File: config.mk
export PLATFORM = sky130hd
export DESIGN_NAME = pllcm_regbank
export DESIGN_NICKNAME = d
export VERILOG_FILES = /design/src/rtl/pllcm_pkg.sv /design/src/rtl/pllcm_regbank.sv
export SDC_FILE = /design/constraint.sdc
export NUM_CORES = 1
export LEC_CHECK = 0
export BUFFER_PORTS_ARGS = -buffer_cell sky130_fd_sc_hd__buf_4
export CORE_MARGIN = 2
export CORE_UTILIZATION = 47
export DETAILED_ROUTE_END_ITERATION = 16
export GPL_ROUTABILITY_DRIVEN = 0
export MAX_ROUTING_LAYER = met4
export PLACE_DENSITY = 0.74
export SETUP_SLACK_MARGIN = 0.15
export SYNTH_ARGS = -nofsm -noshare
export SYNTH_HDL_FRONTEND = slang
export SYNTH_SLANG_ARGS = --single-unit
File: constraint.sdc
create_clock -name pclk -period 2.4 [get_ports pclk]
set_clock_uncertainty 0.15 [all_clocks]
set_input_delay 0.12 -clock pclk [delete_from_list [all_inputs] [get_ports pclk]]
set_output_delay 0.12 -clock pclk [all_outputs]
set_load 0.05 [all_outputs]
File: src/rtl/pllcm_pkg.sv
// constants for the pll control mirror and status register bank
// assumes a 32-bit apb slave port with one aligned word per register index

package pllcm_pkg;

    // bus geometry
    localparam int          ADDR_W         = 16;
    localparam int          DATA_W         = 32;
    localparam int          IDX_LSB        = 2;
    localparam int          IDX_W          = 12;

    // register indices; byte address is four times the index
    localparam logic [11:0] IDX_XFER       = 12'h00f;
    localparam logic [11:0] IDX_CH0_BASE   = 12'ha20;
    localparam logic [11:0] CH_STRIDE      = 12'h020;
    localparam logic [11:0] IDX_TRIM_LO    = 12'hb00;
    localparam logic [11:0] IDX_TRIM_HI    = 12'hb01;
    localparam logic [11:0] IDX_STATUS     = 12'hd01;

    // per-channel control group layout
    localparam int          NUM_CH         = 4;
    localparam int          CH_REGS        = 5;
    localparam int          CH_STORED      = 3;
    localparam logic [2:0]  REG_LOOP_RESET = 3'h3;
    localparam logic [2:0]  REG_PHASE      = 3'h4;
    localparam int          PULSE_W        = 3;
    localparam logic [23:0] CTRL_RST       = 24'h000000;

    // transfer strobe
    localparam logic [7:0]  XFER_GO        = 8'h01;

    // regulator trim
    localparam int          TRIM_W         = 10;
    localparam logic [9:0]  TRIM_RST       = 10'h000;

    // status byte fields
    localparam int          ST_LOCK        = 0;
    localparam int          ST_SETTLED     = 1;
    localparam int          ST_CAL         = 2;
    localparam int          ST_RSVD        = 3;
    localparam int          ST_ALL_LOCK    = 4;
    localparam logic [7:0]  STATUS_RST     = 8'h00;

    // apb response state
    typedef enum logic [0:0] {
        BUS_IDLE = 1'b0,
        BUS_DONE = 1'b1
    } pllcm_bus_state_type;

endpackage : pllcm_pkg

File: src/rtl/pllcm_regbank.sv
// register bank: channel control mirrors, regulator trim, lock status snapshot
// assumes apb master on pclk; lock and calibration inputs arrive from other clocks

`timescale 1ns/1ps

module pllcm_regbank
    import pllcm_pkg::*;
#(
    parameter int NCH = NUM_CH
)
(
    input  wire logic                      pclk,
    input  wire logic                      presetn,
    input  wire logic                      psel,
    input  wire logic                      penable,
    input  wire logic                      pwrite,
    input  wire logic [ADDR_W-1:0]         paddr,
    input  wire logic [DATA_W-1:0]         pwdata,
    output logic      [DATA_W-1:0]         prdata,
    output logic                           pready,
    output logic                           pslverr,
    input  wire logic                      sys_clock_locked,
    input  wire logic                      sys_clock_settled,
    input  wire logic                      sys_clock_cal_running,
    input  wire logic [NCH-1:0]            analog_loop_locked,
    input  wire logic [NCH-1:0]            digital_loop_locked,
    output logic      [NCH*CH_STORED*8-1:0] loop_control,
    output logic      [NCH*PULSE_W-1:0]    loop_reset_pulse,
    output logic      [NCH*PULSE_W-1:0]    phase_step_pulse,
    output logic      [TRIM_W-1:0]         regulator_trim
);

    localparam int SYNC_W = 3 + 2 * NCH;

    pllcm_bus_state_type state;
    pllcm_bus_state_type next_state;

    logic [SYNC_W-1:0] sync_meta;
    logic [SYNC_W-1:0] sync_q;
    logic [7:0]        snapshot;

    // ---------------- address decode ----------------
    wire [IDX_W-1:0] idx      = paddr[IDX_LSB +: IDX_W];
    wire             addr_ok  = (paddr[IDX_LSB-1:0] == '0)
                                && (paddr[ADDR_W-1:IDX_LSB+IDX_W] == '0);
    wire             hit_xfer = addr_ok && (idx == IDX_XFER);
    wire             hit_lo   = addr_ok && (idx == IDX_TRIM_LO);
    wire             hit_hi   = addr_ok && (idx == IDX_TRIM_HI);
    wire             hit_stat = addr_ok && (idx == IDX_STATUS);

    wire [NCH-1:0]   ch_hit_vec;
    wire [NCH*8-1:0] ch_rd_vec;
    logic [7:0]      ch_rd_or;

    always_comb
    begin
        ch_rd_or = 8'h00;
        for (int i = 0; i < NCH; i++)
        begin
            ch_rd_or = ch_rd_or | ch_rd_vec[i*8 +: 8];
        end
    end

    wire hit_any   = (|ch_hit_vec) || hit_xfer || hit_lo || hit_hi || hit_stat;

    // reads are captured on the first access cycle, writes land on the completing one
    wire access    = psel && penable;
    wire rd_cap    = access && !pready;
    wire wr_commit = access && pready && pwrite;
    wire xfer_go   = wr_commit && hit_xfer && (pwdata[7:0] == XFER_GO);

    // ---------------- status path ----------------
    wire [SYNC_W-1:0] raw_status = {digital_loop_locked, analog_loop_locked,
                                    sys_clock_cal_running, sys_clock_settled,
                                    sys_clock_locked};

    // lock inputs come from the loop clock domains
    always_ff @(posedge pclk or negedge presetn)
    begin
        if (!presetn)
        begin
            sync_meta <= '0;
            sync_q    <= '0;
        end
        else
        begin
            sync_meta <= raw_status;
            sync_q    <= sync_meta;
        end
    end

    wire             s_lock    = sync_q[0];
    wire             s_settled = sync_q[1];
    wire             s_cal     = sync_q[2];
    wire [NCH-1:0]   s_analog  = sync_q[3 +: NCH];
    wire [NCH-1:0]   s_digital = sync_q[3+NCH +: NCH];
    wire [NCH-1:0]   all_lock  = {NCH{s_lock}} & s_analog & s_digital;

    wire [7:0] live_status;
    assign live_status[ST_LOCK]               = s_lock;
    assign live_status[ST_SETTLED]            = s_settled;
    assign live_status[ST_CAL]                = s_cal;
    assign live_status[ST_RSVD]               = 1'b0;
    assign live_status[ST_ALL_LOCK +: NUM_CH] = all_lock[NUM_CH-1:0];

    // the readable byte only moves on the strobe, so a read is coherent
    always_ff @(posedge pclk or negedge presetn)
    begin
        if (!presetn)
            snapshot <= STATUS_RST;
        else if (xfer_go)
            snapshot <= live_status;
    end

    // ---------------- channel control mirrors ----------------
    for (genvar ch = 0; ch < NCH; ch++)
    begin : g_ch
        localparam logic [11:0] BASE = 12'(IDX_CH0_BASE + ch * CH_STRIDE);

        logic [CH_STORED*8-1:0] ctrl_q;
        logic [PULSE_W-1:0]     pulse_loop;
        logic [PULSE_W-1:0]     pulse_phase;

        wire [11:0] ch_off = idx - BASE;
        wire        ch_hit = addr_ok && (ch_off < 12'(CH_REGS));
        wire [2:0]  ch_reg = ch_off[2:0];
        wire        ch_wr  = wr_commit && ch_hit;
        // self-clearing registers and their reserved bits read back zero
        wire [7:0]  ch_rd  = !ch_hit        ? 8'h00 :
                             (ch_reg == 3'h0) ? ctrl_q[7:0] :
                             (ch_reg == 3'h1) ? ctrl_q[15:8] :
                             (ch_reg == 3'h2) ? ctrl_q[23:16] : 8'h00;

        always_ff @(posedge pclk or negedge presetn)
        begin
            if (!presetn)
            begin
                ctrl_q      <= CTRL_RST;
                pulse_loop  <= '0;
                pulse_phase <= '0;
            end
            else
            begin
                if (ch_wr && (ch_reg < 3'(CH_STORED)))
                    ctrl_q[ch_reg*8 +: 8] <= pwdata[7:0];
                pulse_loop  <= (ch_wr && ch_reg == REG_LOOP_RESET)
                               ? pwdata[PULSE_W-1:0] : '0;
                pulse_phase <= (ch_wr && ch_reg == REG_PHASE)
                               ? pwdata[PULSE_W-1:0] : '0;
            end
        end

        assign ch_hit_vec[ch]                            = ch_hit;
        assign ch_rd_vec[ch*8 +: 8]                      = ch_rd;
        assign loop_control[ch*CH_STORED*8 +: CH_STORED*8] = ctrl_q;
        assign loop_reset_pulse[ch*PULSE_W +: PULSE_W]   = pulse_loop;
        assign phase_step_pulse[ch*PULSE_W +: PULSE_W]   = pulse_phase;
    end

    // ---------------- regulator trim ----------------
    // software must keep all ten bits equal; mixed values are stored as written
    always_ff @(posedge pclk or negedge presetn)
    begin
        if (!presetn)
            regulator_trim <= TRIM_RST;
        else if (wr_commit && hit_lo)
            regulator_trim[7:0] <= pwdata[7:0];
        else if (wr_commit && hit_hi)
            regulator_trim[9:8] <= pwdata[1:0];
    end

    // ---------------- read mux ----------------
    wire [7:0] rd_byte = ch_rd_or
                       | (hit_lo   ? regulator_trim[7:0] : 8'h00)
                       | (hit_hi   ? {6'h00, regulator_trim[9:8]} : 8'h00)
                       | (hit_stat ? snapshot : 8'h00);

    // ---------------- apb response ----------------
    always_comb
    begin
        case (state)
            BUS_IDLE: next_state = access ? BUS_DONE : BUS_IDLE;
            BUS_DONE: next_state = BUS_IDLE;
            default:  next_state = BUS_IDLE;
        endcase
    end

    // one wait state buys registered outputs on every answer
    always_ff @(posedge pclk or negedge presetn)
    begin
        if (!presetn)
        begin
            state   <= BUS_IDLE;
            pready  <= 1'b0;
            prdata  <= '0;
            pslverr <= 1'b0;
        end
        else
        begin
            state   <= next_state;
            pready  <= (next_state == BUS_DONE);
            prdata  <= (rd_cap && !pwrite) ? {24'h000000, rd_byte} : '0;
            pslverr <= rd_cap && !hit_any;
        end
    end

    for (genvar ch = 0; ch < NCH; ch++)
    begin : g_chk

    end
endmodule : pllcm_regbank

==> results.toml, run 1 <==
[yosys]
synth_cell_type_count = 63
synth-compound-area-share = 0.0974
ys_top_cells_by_area = "dfrtp_1 (54%), mux2_2 (16%), a22oi_1 (3.1%), buf_4 (2.3%), and2_1 (1.7%)"
async_reset_ff_frac = 1.00
synth_ff_type = "dfrtp_1"
yosysSeqAreaShare = 0.537
synthMuxAreaShare = 0.160
yosys.area_share.xor_xnor = 0.00334
synth-edff-count = 0
yosys_warnings = 0
syn-mean-instance-area_sq_um = 12.0
yosys.area.top_type = "dfrtp_1"
synth_top_family_by_area = "multiplexers"
ys_ff_latch = 169
synthCells = 658
yosys.area_share.adder = 0.0159
yosysTopAreaCellShare = 0.537
synthSimpleGateAreaFrac = 0.140
syn_area_sq_um = 7870

[timing]
hold_viol_final = 0
rsz0062_at_grt = "no"
relSlewSlack = 0.602
period_minus_slack_ps = 2190
clock.fmax_mhz = 456
period_share = 0.913
setup_tns_ps = 0
worst_pin_slew_ps = 597
setup_viol = 0
slew_viol_final = 0
worst_slack_ps = 209

[detailed_routing]
via_per_inst = 5.76
vias = 6659
drt_wl_total_um = 24900
post-route-drc-count = 0
routedWlPerCell_um = 21.5
antenna_left = 0
wl_met2_um = 12000
wl_met3_um = 2380
wl_met1_um = 9740
drtPass1Iterations = 6
dr.first_iter.drc_count = 600
highest_layer = "met4"

[clock_tree]
cts_buffers = 17
clk_latency_ps = 430
path_clk_slew_ps = 70
clkSinkCount = 169
cts_tree = "yes"
cts-root-buf = "clkbuf_16"
clockBufferDepth = 2
htree_levels = 4

[finish]
fin_area_sq_um = 10800
syn2layout_area_growth_pct = 37.7
final_cell_count_no_fill = 1156
antennaDiodeCount = 0
num-fill-cells = 1274
multi_input_area_sq_um = 3490
final_nets = 997
drive_above_1_share = 0.457
final-seq-area_sq_um = 4230

[power]
irDropWorstVdd_v = 0.000477
p_total_mw = 6.02
power.density_nw_per_um2 = 555
p_leak_nw = 5.27

[setup_path]
crit_path_start = "penable"
crit_fanout = 8
rr_startpoint = "pready"
required_ps = 2560
worstReg2RegEnd = "g_ch[0].ctrl_q[14]"
crit_type = "in2reg"
crit_family = "buffers and inverters"
worst-path-stages = 8
path_buf_inv = 3
crit_end = "g_ch[0].ctrl_q[14]"
path_cells = "dlygate4sd3_1 > buf_4 > nand2_2 > a2111oi_4 > nand3_2 > nor4_4 > buf_12 > mux2_2"
max_stage_delay_ps = 540
slowest_stage = "dlygate4sd3_1"
cp-end-kind = "flip-flop"
rr_worst_depth = 6
reg2reg_slack_ps = 240
cp-start-kind = "primary input"
arrival_ps = 2350

[global_routing]
grt_max_degree = 65
grt_pass1_wl_um = 38100
grt_pass1_vias = 6692
antenna_found_initial = 0
overflow = 0
grt_usage = 0.293

[worst_hold_path]
hold_start = "paddr[5]"
min_path_cells = 4
hp-class = "in2reg"

[floorplanning]
fp.dieH_um = 133
design.die.area_sq_um = 17800
fp.dieW_um = 133
ios = 228
rows = 47
initial_core_util = 0.478
fp.coreArea_sq_um = 16500

[outcome]
status = "finished, final reports clean"

[run]
cap_viol_max_count = 0

[placement]
dpl.hpwl_um = 18300
io_buffers = 179
dp_cells = 1100
placed_area_sq_um = 10000
pre_cts_ws_ps = -92.2
==> report_power, final <==
group | switching [mW] | total, mW | internal (mW)
combinational | 0.361 | 0.544 | 0.183
clock | 1.23 | 2.60 | 1.37
sequential | 0.00692 | 2.87 | 2.87
==> how the worst min path moves through the flow <==
stage	endpoint	slack, ps
detailed placement	sync_meta[8]	-2
floorplan	g_ch[0].ctrl_q[0]	-330
CTS	pready	8
global placement	sync_meta[8]	-10
global route	regulator_trim[9]	70
finish	regulator_trim[8]	50
==> worst register-to-register path: cells and delay by family, from the launching register on <==
| kind | cells | cell delay [ps] |
|---|---|---|
| buffers and inverters | 1 | 190 |
| AND/OR/NAND/NOR | 3 | 650 |
| multiplexers | 1 | 340 |
| AO/OA/AOI/OAI | 1 | 320 |
| flip-flops | 1 | 400 |
==> routing by layer <==
metal,vias up,GRT usage
met1,3279,0.378
met3,63,0.0567
met4,0,0.107
li1,2890,-
met2,427,0.464
met5,-,-
==> area by class of cell <==
class | instances | share of cell area
Clock inverter | 15 | 0.0126
Multi-Input combinational cell | 443 | 0.322
Tap cell | 220 | 0.0254
Sequential cell | 169 | 0.390
Timing Repair Buffer | 273 | 0.201
Clock buffer | 17 | 0.0392
Inverter | 19 | 0.00911
==> registers in the layout (all words and copies together) (netlist names) <==
register and count:
pslverr 1, snapshot 7, regulator_trim 10, g_ch.pulse_phase 12, pready 1, sync_q 11, g_ch.pulse_loop 12, g_ch.ctrl_q 96
prdata 8, sync_meta 11
==> stage by stage <==
| stage | util | hold slack (ps) |
|---|---|---|
| after floorplan | - | -326 |
| after global placement | 0.610 | -9.77 |
| after detailed placement | 0.610 | -1.53 |
| after CTS | 0.657 | 8.42 |
| after global routing | 0.659 | 71.4 |
| final | 0.659 | 55.0 |
==> cells by family after synthesis <==
kind of cell,count (synthesis)
other,1
xor gates and xnor gates,3
and+or+nand+nor,189
DFF,169
buffers and inverters,69
AOI/OAI and AO/OA,105
adders and majority gates,10
muxes,112
==> cell usage after synthesis (3+ instances only) <==
master	n
a21oi_1	11
a221oi_1	10
a22oi_1	33
a32oi_1	3
a41oi_1	7
and2_1	22
and3_1	10
buf_2	6
buf_4	24
clkbuf_1	19
dfrtp_1	169
ha_1	10
inv_1	19
mux2_2	110
nand2_1	36
nand2b_1	6
nand3_1	22
nand4_1	13
nor2_1	36
nor2b_1	8
nor4_1	3
nor4_4	3
nor4b_1	4
o21ai_0	21
o32a_1	3
or2_2	3
or3_1	3
==> cell usage in the layout (no fill, tap or decap), drive strengths merged, types with 3 or more instances in the layout <==
master       count
buf            251
dfrtp          169
mux2           112
nor2            38
nand2           36
a22oi           33
inv             26
conb            24
dlygate4sd3     22
and2            22
nand3           22
o21ai           21
clkbuf          17
nand4           14
a21oi           11
a221oi          10
and3            10
ha              10
nor2b            8
nor4             8
a41oi            7
nand2b           6
clkinv           6
nor4b            4
o32a             3
or3              3
a32oi            3
or2              3
or4              3
nor3b            3
==> what timing repair did <==
action	4_1_cts	5_1_grt
gates resized for setup	0	3
setup buffers	1	1
endpoints found under the hold margin	153	1
endpoints found under the setup margin	2	42
pin swaps	2	5
hold buffers	21	1
No activity file was read; power rests on OpenSTA's default activity.
==> run 2: changes to the inputs <==
Settings changed: CORE_ASPECT_RATIO set to 0.5, CORE_UTILIZATION 47 to 50, PLACE_DENSITY 0.74 to 0.75.
Clock period 2.4 ns to 2.8 ns, I/O delays scaled along.
==> run 2 against run 1 <==
Against the previous run:
- critical path depth is 2 lower
- via count down 2.7%
- non-clock buffer count shrank 35
- global-route usage grew 0.69 points
- setup slack better by 130 ps
- final cell count shrank 4.3%
- sequential power down 14%
- routed wire length shrank 3.2%
- design area decreased by 3.6%
- die area shrank 5.5%
- critical path type is now reg2reg
- critical endpoint is now g_ch[0].ctrl_q[6]
- largest cell class unchanged
- highest routed layer unchanged
==> results.toml, run 2 (synthesis results as in run 1) <==
[clock_tree]
htree_levels = 4
clkSinkCount = 169
cts_buffers = 17
cts_tree = "yes"
cts-resized-gates = 0
cts-root-buf = "clkbuf_16"
clk_latency_ps = 430
clockBufferDepth = 2
path_clk_slew_ps = 70

[setup_path]
rr_worst_depth = 6
cp-end-kind = "flip-flop"
reg2reg_slack_ps = 340
crit_end = "g_ch[0].ctrl_q[6]"
crit_type = "reg2reg"
rr_startpoint = "pready"
path_buf_inv = 1
slowest_stage = "dfrtp_1"
cp-start-kind = "flip-flop"
worst-path-stages = 6
max_stage_delay_ps = 450
crit_path_start = "pready"
required_ps = 2960
path_cells = "nand2_1 > a2111oi_1 > buf_4 > and3_1 > nand4_2 > mux2_2"
worstReg2RegEnd = "g_ch[0].ctrl_q[6]"
crit_family = "simple AND/OR/NAND/NOR gates"
crit_fanout = 8
arrival_ps = 2620

[detailed_routing]
via_per_inst = 5.86
vias = 6482
routedWlPerCell_um = 21.8
drtPass1Iterations = 11
drt_wl_total_um = 24100
dr.first_iter.drc_count = 737
antenna_left = 0
post-route-drc-count = 0

[global_routing]
antenna_found_initial = 0
grt_usage = 0.300
grt_pass1_wl_um = 36700
overflow = 0
grt_max_degree = 73
grt_pass1_vias = 6474

[finish]
drive_above_1_share = 0.420
syn2layout_area_growth_pct = 32.8
multi_input_area_sq_um = 3390
final_nets = 962
top_register = "g_ch.ctrl_q"
final-seq-area_sq_um = 4230
final_util = 0.678
layout_common_cells = "buf_4 (210), dfrtp_1 (169), mux2_2 (110)"
num-fill-cells = 1118
mostFrequentLayoutCell = "buf_4"
largest_reg_flops = 96
top_regs = "g_ch.ctrl_q (96), g_ch.pulse_loop (12), g_ch.pulse_phase (12)"

[power]
combPwrFrac = 0.079
seqPwrFrac = 0.472
p_switching_mw = 1.44
power.density_nw_per_um2 = 500
clkPwrFrac = 0.449
p_sw_frac = 0.276
irDropWorstVdd_v = 0.000361
p_leak_nw = 5.10
p_total_mw = 5.22
p_int_mw = 3.78

[timing]
slew_viol_final = 0
period_share = 0.877
setup_viol = 0
period_minus_slack_ps = 2460
setup_tns_ps = 0
rsz0062_at_grt = "no"
clock.fmax_mhz = 407
relSlewSlack = 0.342
hold_viol_final = 0
worst_pin_slew_ps = 984

[floorplanning]
initial_core_util = 0.511
fp.dieH_um = 92.7
fp.dieW_um = 181
ios = 228
fp.coreArea_sq_um = 15400
design.die.area_sq_um = 16800
rows = 32

[run]
cap_viol_max_count = 0

[outcome]
status = "finished, final reports clean"

[placement]
io_buffers = 179
dpl.hpwl_um = 17100

[worst_hold_path]
hp-class = "in2reg"
-- run 2: cell types whose count changed in the layout (fill, tap and decap cells not counted), moves of 3 or more --
cell / change
inv_1: +3
mux2_4: -6
mux2_2: +6
clkinv_8: +4
buf_4: -34
-- run 2: area by class of cell --
type                    instances  area share
well taps                     204      0.0244
repair buffers                238       0.183
clock inverters                15      0.0166
inverters                      19     0.00682
clock buffers                  17      0.0407
multi-input cells             443       0.324
diodes                          1    0.000239
flip-flops and latches        169       0.405
-- run 2: worst min-delay path: cells and delay by family --
family,cells,cell delay [ps]
AOI/OAI and AO/OA,1,200
and+or+nand+nor,1,160
buffers and inverters,1,110
-- run 2: worst min path at each step --
stage	slack, ps	start	cells after the start	end
2_1_floorplan	-310	presetn	0	g_ch[0].ctrl_q[0]
3_3_place_gp	40	presetn	1	g_ch[1].ctrl_q[13]
3_5_place_dp	40	presetn	1	g_ch[1].ctrl_q[13]
4_1_cts	70	paddr[6]	3	pslverr
5_1_grt	90	paddr[6]	3	pslverr
6_report	70	paddr[6]	3	pslverr
-- run 2: per-stage QoR --
stage	hold WS, ps	cell area, sq um	worst slack, ps	cells
after global routing	89.2	10500	255	1105
after floorplan	-306	7980	196	681
final	70.0	10500	343	1106
after global placement	35.6	9630	117	1051
after CTS	66.3	10500	394	1105
after detailed placement	36.5	9630	12.9	1051
-- run 2: layer usage --
layer	track usage	up-vias	share of wire
li1	-	2822	-
met1	0.390	3198	0.40
met2	0.469	387	0.48
met3	0.0708	75	0.093
met4	0.0996	0	0.025
met5	-	-	0
-- run 2: power groups by stage --
stage	registers [mW]	logic (mW)	clock network, mW
floorplan	2.51	0.225	0
global placement	2.51	0.375	0
detailed placement	2.51	0.381	0
CTS	2.46	0.408	2.35
global route	2.46	0.444	2.47
finish	2.46	0.415	2.34
-- run 2: repair_timing --
| item | CTS | global route |
|---|---|---|
| setup buffers | 0 | 0 |
| endpoints found under the hold margin | 125 | 0 |
| hold buffers | 22 | 0 |
